<file path="src/lmsp_defines.svh">
`ifndef LMSP_DEFINES_SVH
`define LMSP_DEFINES_SVH

// Serial unit width in bits.
`define LMSP_UNIT_BITS 8
// Bit counter value on the last bit of a unit.
`define LMSP_LAST_BIT 3'h7
// Command byte field positions.
`define LMSP_CMD_DIR_BIT 7
`define LMSP_CMD_SEL_HI 6
`define LMSP_CMD_SEL_LO 4
`define LMSP_CMD_PAGE_HI 3
`define LMSP_CMD_PAGE_LO 0
// Highest page bit that the two-bit page output keeps.
`define LMSP_CMD_PAGE_USED_HI 1
// Direction flag values.
`define LMSP_DIR_WRITE 1'h0
`define LMSP_DIR_READ 1'h1
// Page selector values.
`define LMSP_PAGE_ZERO 4'h0
`define LMSP_PAGE_ONE 4'h1
`define LMSP_PAGE_TWO 4'h2
// Device select value this port answers to; the value is arbitrary.
`define LMSP_SELECT_DEFAULT 3'h3
// Highest allowed serial clock in MHz.
`define LMSP_SCK_MAX_MHZ 12

`endif

</file>
<file path="src/lmsp_pkg.sv">
package lmsp_pkg;

  // Transfer phase of the serial port.
  typedef enum logic [1:0] {
    LMSP_CMD,
    LMSP_ADDR,
    LMSP_DATA,
    LMSP_IGNORE
  } lmsp_phase_t;

endpackage

</file>
<file path="src/led_matrix_spi_register_port.sv">
// What this block does
// - Sample input on rising clock edge.
// - Every serial unit is eight bits.
// - Command: direction, device select, page fields.
// - Direction zero writes, one reads.
// - Page values zero, one, two select pages.
// - Write increments address one cycle after its strobe.
// - Further bytes go to incremented address.
// - Read drives register contents after address.
// - Read advances address on eighth edge.
// - Shutdown rising edge resets serial logic.
`timescale 1ns/1ps
`include "lmsp_defines.svh"

module led_matrix_spi_register_port #(
  parameter logic [2:0] DEV_SELECT = `LMSP_SELECT_DEFAULT
) (
  input  wire logic       clk,
  input  wire logic       nrst,
  input  wire logic       csN,
  input  wire logic       sck,
  input  wire logic       mosi,
  input  wire logic       shutdown_input,
  output logic            miso,
  output logic            misoOe,
  output logic            regWrite,
  output logic            regRead,
  output logic [1:0]      regPage,
  output logic [7:0]      regAddr,
  output logic [7:0]      regWdata,
  input  wire logic [7:0] regRdata
);

  // ----------------------------------------------------------------
  // Reset release and pin synchronisers
  // ----------------------------------------------------------------

  logic [1:0] rstSync;     // Reset release chain.
  logic       rstN;        // Synchronised reset used everywhere.
  logic [3:0] pinMeta;     // First stage, read only by second stage.
  logic [3:0] pinSync;     // Second stage: csN, sck, mosi, shutdown.
  logic [3:0] pinPrev;     // Previous synced value for edge detection.

  // The shift and count logic only serves eight-bit units.
  if (`LMSP_UNIT_BITS != 8)
  begin : gBadWidth
    $error("Unit width must be eight bits.");
  end

  // Reset is asserted asynchronously and released through two flops.
  always_ff @(posedge clk or negedge nrst)
  begin
    if (!nrst)
    begin
      rstSync <= 2'h0;
    end
    else
    begin
      rstSync <= {rstSync[0], 1'h1};
    end
  end
  assign rstN = rstSync[1];

  // Pins come from outside, so each passes two flops before use.
  always_ff @(posedge clk or negedge rstN)
  begin
    if (!rstN)
    begin
      pinMeta <= 4'h1;
      pinSync <= 4'h1;
      pinPrev <= 4'h1;
    end
    else
    begin
      pinMeta <= {shutdown_input, mosi, sck, csN};
      pinSync <= pinMeta;
      pinPrev <= pinSync;
    end
  end

  // Edge events derived from the second stage only.
  logic csLow;
  logic sckRise;
  logic sckFall;
  logic sdRise;
  logic csFall;
  assign csLow   = ~pinSync[0];
  assign csFall  = pinPrev[0] & ~pinSync[0];
  assign sckRise = ~pinPrev[1] & pinSync[1];
  assign sckFall = pinPrev[1] & ~pinSync[1];
  assign sdRise  = ~pinPrev[3] & pinSync[3];

  // ----------------------------------------------------------------
  // Transfer engine
  // ----------------------------------------------------------------
  // The sampled clock is oversampled at 50 MHz; a 12 MHz serial clock
  // still gives at least two samples per phase, which is why the
  // serial clock ceiling must be respected by the controller.

  lmsp_pkg::lmsp_phase_t phase;       // Current transfer phase.
  lmsp_pkg::lmsp_phase_t next_phase;
  logic [2:0] bitCnt;                  // Bits received in this unit.
  logic [2:0] next_bitCnt;
  logic [6:0] shiftIn;                 // Bits received so far.
  logic [6:0] next_shiftIn;
  logic [7:0] shiftOut;                // Read data shifting out.
  logic [7:0] next_shiftOut;
  logic       dirRead;                 // Latched direction flag.
  logic       next_dirRead;
  logic       active;                  // Chip select seen falling.
  logic       next_active;
  logic       loadPend;                // Read data is due next cycle.
  logic       next_loadPend;
  logic       next_miso;
  logic       next_misoOe;
  logic       next_regWrite;
  logic       next_regRead;
  logic [1:0] next_regPage;
  logic [7:0] next_regAddr;
  logic [7:0] next_regWdata;
  logic [7:0] unitByte;                // Completed unit, MSB first.

  assign unitByte = {shiftIn, pinSync[2]};

  // Next-state computation for the whole transfer engine.
  always_comb
  begin
    next_phase    = phase;
    next_bitCnt   = bitCnt;
    next_shiftIn  = shiftIn;
    next_shiftOut = shiftOut;
    next_dirRead  = dirRead;
    next_active   = active;
    next_loadPend = 1'h0;
    next_miso     = miso;
    next_misoOe   = misoOe;
    next_regWrite = 1'h0;
    next_regRead  = 1'h0;
    next_regPage  = regPage;
    next_regAddr  = regAddr;
    next_regWdata = regWdata;
    if (sdRise || !csLow)
    begin
      next_phase  = lmsp_pkg::LMSP_CMD;
      next_bitCnt = 3'h0;
      next_active = 1'h0;
      next_misoOe = 1'h0;
      next_miso   = 1'h0;
    end
    else
    begin
      if (csFall)
      begin
        next_active = 1'h1;
      end
      if (loadPend)
      begin
        next_shiftOut = regRdata;
      end
      if (active && sckRise)
      begin
        next_shiftIn = unitByte[6:0];
        next_bitCnt  = bitCnt + 3'h1;
        if (phase == lmsp_pkg::LMSP_DATA && dirRead)
        begin
          next_shiftOut = {shiftOut[6:0], 1'h0};
        end
        if (bitCnt == `LMSP_LAST_BIT)
        begin
          case (phase)
            lmsp_pkg::LMSP_CMD:
            begin
              next_dirRead = unitByte[`LMSP_CMD_DIR_BIT] == `LMSP_DIR_READ;
              next_regPage = unitByte[`LMSP_CMD_PAGE_USED_HI:`LMSP_CMD_PAGE_LO];
              if (unitByte[`LMSP_CMD_SEL_HI:`LMSP_CMD_SEL_LO] == DEV_SELECT &&
                  (unitByte[`LMSP_CMD_PAGE_HI:`LMSP_CMD_PAGE_LO] == `LMSP_PAGE_ZERO ||
                   unitByte[`LMSP_CMD_PAGE_HI:`LMSP_CMD_PAGE_LO] == `LMSP_PAGE_ONE ||
                   unitByte[`LMSP_CMD_PAGE_HI:`LMSP_CMD_PAGE_LO] == `LMSP_PAGE_TWO))
              begin
                next_phase = lmsp_pkg::LMSP_ADDR;
              end
              else
              begin
                // Another device or a bad page: stay silent.
                next_phase = lmsp_pkg::LMSP_IGNORE;
              end
            end
            lmsp_pkg::LMSP_ADDR:
            begin
              next_regAddr = unitByte;
              next_phase   = lmsp_pkg::LMSP_DATA;
              if (dirRead)
              begin
                next_regRead  = 1'h1;
                next_loadPend = 1'h1;
              end
            end
            lmsp_pkg::LMSP_DATA:
            begin
              if (!dirRead)
              begin
                next_regWdata = unitByte;
                next_regWrite = 1'h1;
              end
              else
              begin
                // read advance
                // The pointer steps with the strobe so the fetch sees the next register.
                next_regAddr  = regAddr + 8'h1;
                next_regRead  = 1'h1;
                next_loadPend = 1'h1;
              end
            end
            default:
            begin
              next_phase = lmsp_pkg::LMSP_IGNORE;
            end
          endcase
        end
      end
      // Address advances one cycle after the write strobe uses it.
      if (regWrite)
      begin
        next_regAddr = regAddr + 8'h1;
      end
      if (active && sckFall && phase == lmsp_pkg::LMSP_DATA && dirRead)
      begin
        next_misoOe = 1'h1;
        next_miso   = shiftOut[`LMSP_UNIT_BITS - 1];
      end
    end
  end

  // Registers of the transfer engine.
  always_ff @(posedge clk or negedge rstN)
  begin
    if (!rstN)
    begin
      phase    <= lmsp_pkg::LMSP_CMD;
      bitCnt   <= 3'h0;
      shiftIn  <= 7'h00;
      shiftOut <= 8'h00;
      dirRead  <= 1'h0;
      active   <= 1'h0;
      loadPend <= 1'h0;
      miso     <= 1'h0;
      misoOe   <= 1'h0;
      regWrite <= 1'h0;
      regRead  <= 1'h0;
      regPage  <= 2'h0;
      regAddr  <= 8'h00;
      regWdata <= 8'h00;
    end
    else
    begin
      phase    <= next_phase;
      bitCnt   <= next_bitCnt;
      shiftIn  <= next_shiftIn;
      shiftOut <= next_shiftOut;
      dirRead  <= next_dirRead;
      active   <= next_active;
      loadPend <= next_loadPend;
      miso     <= next_miso;
      misoOe   <= next_misoOe;
      regWrite <= next_regWrite;
      regRead  <= next_regRead;
      regPage  <= next_regPage;
      regAddr  <= next_regAddr;
      regWdata <= next_regWdata;
    end
  end

endmodule

</file>
<file path="config.mk">
export PLATFORM = sky130hd
export DESIGN_NAME = led_matrix_spi_register_port
export DESIGN_NICKNAME = d
export VERILOG_FILES = /design/src/lmsp_pkg.sv /design/src/led_matrix_spi_register_port.sv
export VERILOG_INCLUDE_DIRS = /design/src
export SDC_FILE = /design/constraint.sdc
export NUM_CORES = 1
export LEC_CHECK = 0
export ABC_AREA = 1
export BUFFER_PORTS_ARGS = -buffer_cell sky130_fd_sc_hd__buf_4
export CORE_UTILIZATION = 55
export CTS_BUF_LIST = sky130_fd_sc_hd__clkbuf_4 sky130_fd_sc_hd__clkbuf_8
export CTS_CLUSTER_SIZE = 30
export DETAILED_ROUTE_END_ITERATION = 12
export HOLD_SLACK_MARGIN = 0.12
export PLACE_DENSITY = 0.78
export REMOVE_ABC_BUFFERS = 1
export SYNTH_ARGS = -nofsm -noshare
export SYNTH_HDL_FRONTEND = slang
export SYNTH_SLANG_ARGS = --single-unit
</file>
<file path="constraint.sdc">
create_clock -name clk -period 3.46 [get_ports clk]
set_input_delay 0.173 -clock clk [delete_from_list [all_inputs] [get_ports clk]]
set_output_delay 0.173 -clock clk [all_outputs]
set_load 0.03 [all_outputs]
</file>
==> results of run 1 <==
==> registers in the layout (all words and copies together), names as in the netlist, 2 cells and up <==
name,count
regAddr,8
regWdata,8
shiftOut,8
shiftIn,7
pinMeta,4
pinSync,4
bitCnt,3
pinPrev,3
phase,2
regPage,2
rstSync,2
==> cells by family (layout without fill, tap and decap cells) <==
logic type,after synthesis,count (layout),synth area share
simple gates,117,117,0.2076
compound gates,61,61,0.1483
flops,57,57,0.5417
buf+inv,39,89,0.06445
fa+ha+maj,7,7,0.03317
other cells,1,1,0.001420
xor+xnor,1,1,0.003318
==> synth_stat cells (all sizes together) (2+ instances only) <==
library cell  instances  area share
a21oi                 4       0.012
o21ai                43       0.093
nand2                77        0.12
dfrtp                54        0.51
inv                  32       0.045
nand3                16       0.035
dfstp                 3       0.030
nand4                 4      0.0095
buf                   7       0.019
ha                    7       0.033
o22ai                 2      0.0047
a22o                  2      0.0066
o211ai                8       0.027
nor2                 17       0.032
==> metrics by stage <==
stage | cell area [um^2] | setup slack [ns] | std cells | total power, mW
after floorplan | 2590 | 1.761 | 276 | 0.7878
after global placement | 2927 | 1.835 | 364 | 0.8185
after detailed placement | 2927 | 1.767 | 364 | 0.8231
after CTS | 3217 | 1.750 | 385 | 1.558
after global routing | 3217 | 1.577 | 385 | 1.601
final | 3217 | 1.752 | 385 | 1.541
==> power groups by stage <==
stage | Clock, mW | Combinational, mW | Sequential [mW]
detailed placement | 0 | 0.0874 | 0.736
finish | 0.727 | 0.0922 | 0.723
global placement | 0 | 0.0848 | 0.734
global route | 0.768 | 0.105 | 0.728
CTS | 0.741 | 0.0928 | 0.724
floorplan | 0 | 0.0568 | 0.731
==> repair_timing <==
item | CTS | global route
endpoints found under the setup margin | 0 | 0
hold buffers | 5 | 0
endpoints found under the hold margin | 6 | 0
==> layout make-up <==
class	count	area, um^2	area share
multi-input cells	187	1040	0.3232
repair buffers	41	320.3	0.09957
flip-flops and latches	57	1431	0.4450
clock inverters	2	60.06	0.01867
inverters	32	120.1	0.03734
well taps	52	65.06	0.02023
clock buffers	14	180.2	0.05601
==> worst max-delay path: cells and delay by family, from the launching register on <==
family                   cells  cell delay, ns
AO/OA/AOI/OAI                2            0.20
AND/OR/NAND/NOR              3            0.50
adder cells (fa/ha/maj)      1            0.35
flip-flops                   1            0.40
buffers and inverters        1            0.11
==> metal layers <==
| metal | GRT usage | vias up | routed length [um] |
|---|---|---|---|
| met4 | 0.1378 | 0 | 82 |
| met2 | 0.3577 | 38 | 2339 |
| met3 | 0.05485 | 9 | 171 |
| met1 | 0.2982 | 956 | 2290 |
| met5 | 0 | - | 0 |
| li1 | - | 1017 | - |
==> how the worst max path moves through the flow <==
stage | endpoint
finish | shiftOut[7]
global route | regWdata[2]
CTS | shiftOut[7]
detailed placement | shiftOut[1]
global placement | shiftOut[3]
floorplan | active
==> impl_metrics.prom, run 1 <==
# TYPE chip_impl_metric gauge
chip_impl_info{name="outcome",value="finished with violations"} 1
chip_impl_info{name="failed_checks",value="design-rule violations"} 1
chip_impl_metric{name="grt_max_degree",unit=""} 39
chip_impl_metric{name="synth_enable_flop_cells",unit=""} 0
chip_impl_info{name="mostFrequentLayoutCell",value="nand2_1"} 1
chip_impl_metric{name="finalSetupTns",unit="ns"} 0
chip_impl_info{name="launching_instance_or_port_of_the_critical_path",value="phase[0]"} 1
chip_impl_metric{name="initial_core_util",unit=""} 0.5900
chip_impl_metric{name="layout_min_cycle_time",unit="ns"} 1.708
chip_impl_metric{name="rrSetupSlack",unit="ns"} 1.75
chip_impl_metric{name="numClockSinks",unit=""} 57
chip_impl_metric{name="leakage",unit="nW"} 1.529
chip_impl_info{name="crit_path_cell_trace",value="inv_1 -> ha_1 -> nand2_2 -> nor2_4 -> nand2_1 -> o211ai_1 -> o21ai_0"} 1
chip_impl_metric{name="clockPowerShare",unit=""} 0.471
chip_impl_metric{name="drtAntennaViolNets",unit=""} 0
chip_impl_metric{name="detail_route.first_pass.iterations",unit=""} 9
chip_impl_info{name="hold-path-endpoint",value="shiftOut[0]"} 1
chip_impl_metric{name="final_core_utilization",unit=""} 0.7190
chip_impl_metric{name="routed_via_density",unit=""} 5.247
chip_impl_metric{name="ctsLongestPathBuffers",unit=""} 2
chip_impl_metric{name="gates_resized_cts_repair",unit=""} 0
chip_impl_metric{name="portBuffers",unit=""} 35
chip_impl_metric{name="hold_violations",unit=""} 0
chip_impl_metric{name="avgRoutedWirePerCell",unit="um"} 12.68
chip_impl_metric{name="wire_length_of_the_first_global_routing_pass",unit="um"} 8887
chip_impl_metric{name="post_synth.cell_area_avg",unit="um^2"} 9.329
chip_impl_info{name="hp-start",value="regRdata[0]"} 1
chip_impl_metric{name="maximum_resistive_drop_on_vdd",unit="mV"} 0.3408
chip_impl_info{name="min-delay-path-class",value="in2reg"} 1
chip_impl_info{name="cpMaxStageDelayCell",value="dfrtp_1"} 1
chip_impl_metric{name="grt_overflow",unit=""} 0
chip_impl_metric{name="num-nets-final",unit=""} 349
chip_impl_metric{name="chipWidth",unit="um"} 71.28
chip_impl_metric{name="max-cap-violations",unit=""} 0
chip_impl_info{name="worstSetupPathType",value="reg2reg"} 1
chip_impl_metric{name="worstSkewPairLatency",unit="ns"} 0.33
chip_impl_info{name="cts_root_buf",value="clkbuf_8"} 1
chip_impl_metric{name="synth_seq_cells",unit=""} 57
chip_impl_metric{name="worstMarginPinSlew",unit="ns"} 0.7961
chip_impl_metric{name="cellInternalPower",unit="mW"} 1.217
chip_impl_info{name="commonest_cells_after_routing_fill_and_taps_aside",value="nand2_1 (72), dfrtp_1 (53), buf_4 (36)"} 1
chip_impl_metric{name="yosys_warnings",unit=""} 0
chip_impl_metric{name="worst-endpoint-arrival",unit="ns"} 1.88
chip_impl_metric{name="die_height",unit="um"} 71.28
chip_impl_metric{name="post_synth_inst_count",unit=""} 283
chip_impl_metric{name="placementRows",unit=""} 24
chip_impl_metric{name="drc",unit=""} 4
chip_impl_metric{name="crit_path_max_fanout",unit=""} 15
chip_impl_metric{name="timing_max_transition_violations_final",unit=""} 0
chip_impl_metric{name="seqPwrFrac",unit=""} 0.469
chip_impl_metric{name="gp_congestion",unit=""} 0.8222
chip_impl_metric{name="syn_to_final_growth",unit="%"} 21.85
chip_impl_metric{name="antenna_cells_inserted",unit=""} 0
chip_impl_metric{name="num-fill-cells",unit=""} 353
chip_impl_metric{name="maxSlewHeadroom",unit=""} 0.4692
chip_impl_info{name="setup.worst_path.start_class",value="flip-flop"} 1
chip_impl_metric{name="critPathMaxStageDelay",unit="ns"} 0.40
chip_impl_metric{name="achievable-frequency",unit="MHz"} 585.6
chip_impl_info{name="worst_setup_path_end_kind",value="flip-flop"} 1
chip_impl_info{name="ys_dominant_reg_cell",value="dfrtp_1"} 1
chip_impl_metric{name="h-tree-depth",unit=""} 3
chip_impl_metric{name="post_dp_hpwl",unit="um"} 3336
chip_impl_metric{name="cts_post_setup_buffers_inserted",unit=""} 0
chip_impl_metric{name="yosysSeqAreaShare",unit=""} 0.5417
chip_impl_metric{name="route.vias.total",unit=""} 2020
chip_impl_info{name="tritoncts",value="yes"} 1
chip_impl_metric{name="synth_cell_type_count",unit=""} 33
chip_impl_metric{name="drive_above_1_share",unit=""} 0.2402
chip_impl_metric{name="power.share.combinational",unit=""} 0.060
chip_impl_metric{name="p_per_area",unit="mW/mm^2"} 479.2
chip_impl_metric{name="final.hold.worst_slack",unit="ns"} 0.1364
chip_impl_metric{name="mappedNetlistArea",unit="mm^2"} 0.002640
chip_impl_info{name="rsz0062_at_grt",value="false"} 1
chip_impl_metric{name="first_iter_violations",unit=""} 141
chip_impl_metric{name="cts_bufs_inserted",unit=""} 9
chip_impl_metric{name="grt_use_total",unit=""} 0.2309
chip_impl_metric{name="routed_wl",unit="um"} 4883
chip_impl_metric{name="coreArea",unit="mm^2"} 0.004474
chip_impl_metric{name="first_global_vias",unit=""} 2041
chip_impl_metric{name="ff2ff_path_depth",unit=""} 7
chip_impl_metric{name="net-switching-power",unit="uW"} 324.1
chip_impl_metric{name="timing.final.crit_share",unit=""} 0.4935
chip_impl_metric{name="timing.hold.worst_path_depth",unit=""} 3
chip_impl_metric{name="timing.clock.skew",unit="ns"} 0.006725
chip_impl_info{name="worst_r2r_startpoint",value="phase[0]"} 1
chip_impl_metric{name="clock_transition_at_the_registers_of_the_reported_paths",unit="ns"} 0.07
chip_impl_metric{name="required_time_of_the_critical_path",unit="ns"} 3.64
chip_impl_metric{name="switching_share",unit=""} 0.2103
chip_impl_metric{name="antenna_found_initial",unit=""} 0
chip_impl_metric{name="finalSetupViolCount",unit=""} 0
chip_impl_metric{name="share_of_flip_flops_with_an_asynchronous_set_or_reset_after_synthesis",unit=""} 1.000
chip_impl_metric{name="pin_count",unit=""} 36
chip_impl_metric{name="die_area",unit="mm^2"} 0.005081
chip_impl_info{name="timing.rr.end",value="shiftOut[7]"} 1
(Power assumes the default switching activity.)
==> run 2: changes to the inputs <==
==> constraint.sdc (replaced) <==
create_clock -name clk -period 1.7 [get_ports clk]
set_input_delay 0.085 -clock clk [delete_from_list [all_inputs] [get_ports clk]]
set_output_delay 0.085 -clock clk [all_outputs]
set_load 0.03 [all_outputs]
==> impl_metrics.prom, run 2 (same netlist as run 1, synthesis figures left out) <==
# TYPE chip_impl_metric gauge
chip_impl_metric{name="h-tree-depth",unit=""} 3
chip_impl_metric{name="pin_count",unit=""} 36
chip_impl_metric{name="grt_use_total",unit=""} 0.2240
chip_impl_info{name="outcome",value="finished with violations"} 1
chip_impl_metric{name="clockPowerShare",unit=""} 0.435
chip_impl_metric{name="avgRoutedWirePerCell",unit="um"} 12.53
chip_impl_info{name="path_delay_family",value="simple AND/OR/NAND/NOR gates"} 1
chip_impl_metric{name="timing.final.crit_share",unit=""} 0.9353
chip_impl_metric{name="routed_wl",unit="um"} 4936
chip_impl_metric{name="cellInternalPower",unit="mW"} 2.292
chip_impl_metric{name="crit_buf_inv",unit=""} 0
chip_impl_metric{name="num-nets-final",unit=""} 358
chip_impl_info{name="cts_root_buf",value="clkbuf_8"} 1
chip_impl_info{name="reg.largest.list",value="regAddr (8), regWdata (8), shiftOut (8)"} 1
chip_impl_info{name="mostFrequentLayoutCell",value="nand2_1"} 1
chip_impl_info{name="worstSetupPathType",value="reg2reg"} 1
chip_impl_metric{name="die_height",unit="um"} 71.28
chip_impl_metric{name="drive_above_1_share",unit=""} 0.2573
chip_impl_metric{name="drc",unit=""} 4
chip_impl_metric{name="first_global_vias",unit=""} 1963
chip_impl_metric{name="routed_via_density",unit=""} 5.211
chip_impl_metric{name="ctsLongestPathBuffers",unit=""} 2
chip_impl_info{name="min-delay-path-class",value="in2reg"} 1
chip_impl_info{name="commonest_cells_after_routing_fill_and_taps_aside",value="nand2_1 (72), dfrtp_1 (53), buf_4 (41)"} 1
chip_impl_metric{name="final_cell_count_no_fill",unit=""} 394
chip_impl_info{name="rsz0062_at_grt",value="false"} 1
chip_impl_metric{name="antenna_cells_inserted",unit=""} 0
chip_impl_metric{name="leakage",unit="nW"} 1.572
chip_impl_metric{name="initial_core_util",unit=""} 0.5900
chip_impl_metric{name="finalSetupTns",unit="ns"} 0
chip_impl_metric{name="coreArea",unit="mm^2"} 0.004474
chip_impl_metric{name="maximum_resistive_drop_on_vdd",unit="mV"} 0.6852
chip_impl_metric{name="power.share.combinational",unit=""} 0.071
chip_impl_metric{name="syn_to_final_growth",unit="%"} 24.36
chip_impl_metric{name="p_per_area",unit="mW/mm^2"} 897.9
chip_impl_metric{name="placementRows",unit=""} 24
chip_impl_metric{name="worst-endpoint-arrival",unit="ns"} 1.84
chip_impl_metric{name="wire_length_of_the_first_global_routing_pass",unit="um"} 8604
chip_impl_metric{name="numClockSinks",unit=""} 57
chip_impl_metric{name="detail_route.first_pass.iterations",unit=""} 9
chip_impl_metric{name="post_dp_hpwl",unit="um"} 3358
chip_impl_metric{name="grt_max_degree",unit=""} 38
chip_impl_metric{name="final.hold.worst_slack",unit="ns"} 0.1363
chip_impl_metric{name="clock_transition_at_the_registers_of_the_reported_paths",unit="ns"} 0.06
chip_impl_metric{name="switching_share",unit=""} 0.2226
chip_impl_metric{name="die_area",unit="mm^2"} 0.005081
chip_impl_metric{name="drtAntennaViolNets",unit=""} 0
chip_impl_metric{name="crit_path_max_fanout",unit=""} 10
chip_impl_info{name="worst_setup_path_end_kind",value="flip-flop"} 1
chip_impl_info{name="failed_checks",value="design-rule violations"} 1
chip_impl_metric{name="cts_bufs_inserted",unit=""} 9
chip_impl_metric{name="timing_max_transition_violations_final",unit=""} 0
chip_impl_metric{name="antenna_found_initial",unit=""} 0
chip_impl_metric{name="seqPwrFrac",unit=""} 0.493
chip_impl_metric{name="gp_congestion",unit=""} 0.9309
chip_impl_info{name="crit_path_cell_trace",value="ha_1 -> ha_1 -> or2_2 -> nand2_4 -> nor2_2 -> nand2_4 -> nand2_1 -> o21ai_1"} 1
chip_impl_info{name="tritoncts",value="yes"} 1
chip_impl_metric{name="hold_violations",unit=""} 0
chip_impl_metric{name="worstSkewPairLatency",unit="ns"} 0.33
chip_impl_metric{name="first_iter_violations",unit=""} 158
chip_impl_metric{name="finalSetupViolCount",unit=""} 0
chip_impl_metric{name="max-cap-violations",unit=""} 0
chip_impl_metric{name="achievable-frequency",unit="MHz"} 628.9
chip_impl_metric{name="grt_overflow",unit=""} 0
chip_impl_metric{name="timing.clock.skew",unit="ns"} 0.01148
chip_impl_metric{name="layout_min_cycle_time",unit="ns"} 1.590
chip_impl_metric{name="chipWidth",unit="um"} 71.28
chip_impl_metric{name="critPathMaxStageDelay",unit="ns"} 0.39
chip_impl_info{name="setup.worst_path.start_class",value="flip-flop"} 1
chip_impl_metric{name="required_time_of_the_critical_path",unit="ns"} 1.95
chip_impl_metric{name="placed_cells_incl_taps",unit=""} 367
chip_impl_metric{name="net-switching-power",unit="uW"} 656.2
chip_impl_metric{name="portBuffers",unit=""} 35
chip_impl_info{name="cpMaxStageDelayCell",value="dfrtp_1"} 1
chip_impl_metric{name="route.vias.total",unit=""} 2053
[run 2: worst paths after layout]
kind / start / end / slack (ns) / cells after the start
min: regRdata[4] / shiftOut[4] / 0.14 / 5
max: bitCnt[0] / regAddr[2] / 0.11 / 8
min reg2reg: rstSync[1] / loadPend / 0.22 / 1
max in group asynchronous: nrst / rstSync[1] / 0.94 / 3
min in group asynchronous: rstSync[1] / loadPend / 0.22 / 1
max reg2reg: bitCnt[0] / regAddr[2] / 0.11 / 8
[run 2: per-stage QoR]
stage | setup slack (ns) | utilization | total power, mW | area (um^2)
floorplan | 0.0008348 | - | 1.603 | 2590
global placement | 0.09175 | 0.6591 | 1.669 | 2949
detailed placement | 0.01054 | 0.6591 | 1.676 | 2949
CTS | 0.04082 | 0.7310 | 2.983 | 3271
global route | 0.005125 | 0.7338 | 3.074 | 3283
finish | 0.1099 | 0.7338 | 2.948 | 3283
[run 2: what timing repair did]
item / 4_1_cts / 5_1_grt
endpoints found under the setup margin: 1 / 20
hold buffers: 8 / 0
buffers inserted: 3 / 0
gates resized for setup: 0 / 3
hold endpoints to repair: 8 / 0
cloned: 0 / 0
pin swaps: 1 / 0
[run 2: layout make-up]
cell class | count | area, um^2
flip-flops and latches | 57 | 1431
fillers | 329 | 1191
multi-input cells | 187 | 1052
repair buffers | 50 | 407.9
clock buffers | 13 | 166.4
inverters | 32 | 120.1
well taps | 52 | 65.06
clock inverters | 3 | 40.04
[run 2: tightest hold or removal path: stages]
cell,delay [ns]
buf_4,0.08
nand2_1,0.04
o21ai_0,0.06
o211ai_1,0.10
o21ai_0,0.07
[run 2: power groups by stage]
stage                     combinational (mW)  clock (mW)  sequential, mW
after floorplan                        0.116           0            1.49
after global placement                 0.192           0            1.48
after detailed placement               0.196           0            1.48
after CTS                              0.213        1.31            1.46
after global routing                   0.244        1.37            1.46
final                                  0.210        1.28            1.45
[run 2: layer usage]
| layer | global-route usage | wire length (um) |
|---|---|---|
| met1 | 0.3036 | 2333 |
| met2 | 0.3344 | 2303 |
| met3 | 0.07173 | 223 |
| met4 | 0.09778 | 75 |
| met5 | 0 | 0 |
==> run 3: changes to the inputs <==
--- a/config.mk
+++ b/config.mk
@@ -7,13 +7,13 @@
 export NUM_CORES = 1
 export LEC_CHECK = 0
 export ABC_AREA = 1
-export BUFFER_PORTS_ARGS = -buffer_cell sky130_fd_sc_hd__buf_4
 export CORE_UTILIZATION = 55
 export CTS_BUF_LIST = sky130_fd_sc_hd__clkbuf_4 sky130_fd_sc_hd__clkbuf_8
 export CTS_CLUSTER_SIZE = 30
 export DETAILED_ROUTE_END_ITERATION = 12
+export DONT_BUFFER_PORTS = 1
 export HOLD_SLACK_MARGIN = 0.12
-export PLACE_DENSITY = 0.78
+export PLACE_DENSITY = 0.71
 export REMOVE_ABC_BUFFERS = 1
 export SYNTH_ARGS = -nofsm -noshare
 export SYNTH_HDL_FRONTEND = slang
==> impl_metrics.prom, run 3 (same netlist as run 1, synthesis figures left out) <==
# TYPE chip_impl_metric gauge
chip_impl_metric{name="layout_min_cycle_time",unit="ns"} 1.579
chip_impl_info{name="crit_top_cell",value="nand2_4"} 1
chip_impl_info{name="worst_r2r_startpoint",value="bitCnt[0]"} 1
chip_impl_metric{name="routed_via_density",unit=""} 5.233
chip_impl_info{name="outcome",value="finished with violations"} 1
chip_impl_info{name="rsz0062_at_grt",value="false"} 1
chip_impl_metric{name="worstSkewPairLatency",unit="ns"} 0.33
chip_impl_metric{name="grt_use_total",unit=""} 0.2287
chip_impl_metric{name="first_iter_violations",unit=""} 195
chip_impl_metric{name="antenna_cells_inserted",unit=""} 0
chip_impl_metric{name="grt_max_degree",unit=""} 54
chip_impl_metric{name="h-tree-depth",unit=""} 3
chip_impl_metric{name="timing_max_transition_violations_final",unit=""} 0
chip_impl_info{name="setup.worst_path.start_class",value="flip-flop"} 1
chip_impl_metric{name="avgRoutedWirePerCell",unit="um"} 13.47
chip_impl_metric{name="grt_overflow",unit=""} 0
chip_impl_metric{name="p_per_area",unit="mW/mm^2"} 951.6
chip_impl_info{name="launching_instance_or_port_of_the_critical_path",value="bitCnt[0]"} 1
chip_impl_metric{name="gp_congestion",unit=""} 0.8403
chip_impl_metric{name="num-fill-cells",unit=""} 343
chip_impl_metric{name="syn_to_final_growth",unit="%"} 20.05
chip_impl_metric{name="pin_count",unit=""} 36
chip_impl_metric{name="die_height",unit="um"} 71.28
chip_impl_metric{name="wire_length_of_the_first_global_routing_pass",unit="um"} 8611
chip_impl_metric{name="hold_violations",unit=""} 0
chip_impl_info{name="failed_checks",value="design-rule violations"} 1
chip_impl_metric{name="drive_above_1_share",unit=""} 0.1894
chip_impl_metric{name="route.vias.total",unit=""} 1957
chip_impl_metric{name="crit_path_max_fanout",unit=""} 10
chip_impl_metric{name="antenna_found_initial",unit=""} 0
chip_impl_info{name="cts_root_buf",value="clkbuf_8"} 1
chip_impl_metric{name="chipWidth",unit="um"} 71.28
chip_impl_info{name="crit_path_cell_trace",value="ha_1 -> ha_2 -> or2_2 -> nand2_4 -> nor2_2 -> nand2_4 -> nand2_1 -> o21ai_1"} 1
chip_impl_metric{name="ctsLongestPathBuffers",unit=""} 2
chip_impl_metric{name="num-nets-final",unit=""} 338
chip_impl_metric{name="finalSetupTns",unit="ns"} 0
chip_impl_metric{name="maximum_resistive_drop_on_vdd",unit="mV"} 0.6106
chip_impl_metric{name="timing.final.crit_share",unit=""} 0.9286
chip_impl_metric{name="clock_transition_at_the_registers_of_the_reported_paths",unit="ns"} 0.06
chip_impl_metric{name="finalSetupViolCount",unit=""} 0
chip_impl_info{name="cpMaxStageDelayCell",value="dfrtp_1"} 1
chip_impl_metric{name="worst-endpoint-arrival",unit="ns"} 1.83
chip_impl_metric{name="cts_bufs_inserted",unit=""} 9
chip_impl_metric{name="initial_core_util",unit=""} 0.5900
chip_impl_metric{name="post_dp_hpwl",unit="um"} 3288
chip_impl_info{name="reg.largest.list",value="regAddr (8), regWdata (8), shiftOut (8)"} 1
chip_impl_info{name="mostFrequentLayoutCell",value="nand2_1"} 1
chip_impl_info{name="worst_setup_path_end_kind",value="flip-flop"} 1
chip_impl_info{name="min-delay-path-class",value="reg2async"} 1
chip_impl_metric{name="maxSlewHeadroom",unit=""} 0.5594
chip_impl_metric{name="die_area",unit="mm^2"} 0.005081
chip_impl_metric{name="drc",unit=""} 1
chip_impl_metric{name="placementRows",unit=""} 24
chip_impl_metric{name="coreArea",unit="mm^2"} 0.004474
chip_impl_metric{name="detail_route.first_pass.iterations",unit=""} 8
chip_impl_metric{name="placed_cells_incl_taps",unit=""} 341
chip_impl_metric{name="max-cap-violations",unit=""} 0
chip_impl_info{name="worstSetupPathType",value="reg2reg"} 1
chip_impl_metric{name="required_time_of_the_critical_path",unit="ns"} 1.96
chip_impl_metric{name="timing.clock.skew",unit="ns"} 0.006319
chip_impl_metric{name="worstMarginPinSlew",unit="ns"} 0.6609
chip_impl_metric{name="leakage",unit="nW"} 1.465
chip_impl_metric{name="preCtsSetupSlack",unit="ns"} 0.01562
chip_impl_metric{name="first_global_vias",unit=""} 1845
chip_impl_info{name="tritoncts",value="yes"} 1
chip_impl_metric{name="achievable-frequency",unit="MHz"} 633.5
chip_impl_info{name="commonest_cells_after_routing_fill_and_taps_aside",value="nand2_1 (72), dfrtp_1 (53), inv_1 (31), o21ai_0 (31)"} 1
chip_impl_metric{name="setup_slack",unit="ns"} 0.1214
chip_impl_metric{name="final_cell_count_no_fill",unit=""} 374
chip_impl_metric{name="routed_wl",unit="um"} 5038
chip_impl_metric{name="portBuffers",unit=""} 0
chip_impl_metric{name="numClockSinks",unit=""} 57
chip_impl_metric{name="drtAntennaViolNets",unit=""} 0
chip_impl_metric{name="critPathMaxStageDelay",unit="ns"} 0.39
==> run 3: path summary, 6_finish.rpt <==
check	endpoint	slack, ns	cells past startpoint
min in group clk	pinMeta[0]	0.29	1
max reg2reg	regAddr[2]	0.12	8
min reg2reg	pinMeta[0]	0.24	0
max	regAddr[2]	0.12	8
max in group asynchronous	pinMeta[1]	0.96	1
min	pinMeta[0]	0.24	0
==> run 3: critical path: cells and delay by family (launching register included) <==
family                   cells  cell delay, ns
adder cells (fa/ha/maj)      2            0.40
flip-flops                   1            0.39
AND/OR/NAND/NOR              5            0.63
AO/OA/AOI/OAI                1            0.08
==> run 3: what timing repair did <==
action	CTS	global route
endpoints found under the setup margin	0	22
setup buffers	0	2
resized for setup	0	3
hold buffers	15	0
hold endpoints to repair	15	0
==> run 3: layout make-up <==
cell class,instances,area (um^2),area share
repair buffers,30,287.8,0.09080
multi-input cells,187,1050,0.3312
clock buffers,14,180.2,0.05685
flip-flops and latches,57,1431,0.4516
inverters,32,120.1,0.03790
well taps,52,65.06,0.02053
clock inverters,2,35.03,0.01105
==> run 3: per-stage QoR <==
step | utilization | area (um^2) | total power, mW | hold slack [ns]
6_report | 0.7083 | 3169 | 3.016 | 0.2417
5_1_grt | 0.7083 | 3169 | 3.133 | 0.2539
4_1_cts | 0.6999 | 3132 | 3.031 | 0.2425
3_5_place_dp | 0.6183 | 2766 | 1.662 | -0.2105
3_3_place_gp | 0.6183 | 2766 | 1.655 | -0.2105
2_1_floorplan | - | 2590 | 1.603 | -0.2106
==> run 3: per-layer routing <==
metal | GRT usage | vias to the layer above | wire [um]
met5 | 0 | - | 0
met4 | 0.1244 | 0 | 85
met3 | 0.05907 | 9 | 203
met2 | 0.3333 | 42 | 2335
met1 | 0.3167 | 916 | 2414
li1 | - | 990 | -
==> run 3: report_power, final <==
| group | internal, mW | leakage (nW) | switching, mW |
|---|---|---|---|
| Sequential | 1.42 | 0.749 | 0.0312 |
| Clock | 0.828 | 0.114 | 0.522 |
| Combinational | 0.0811 | 0.602 | 0.130 |
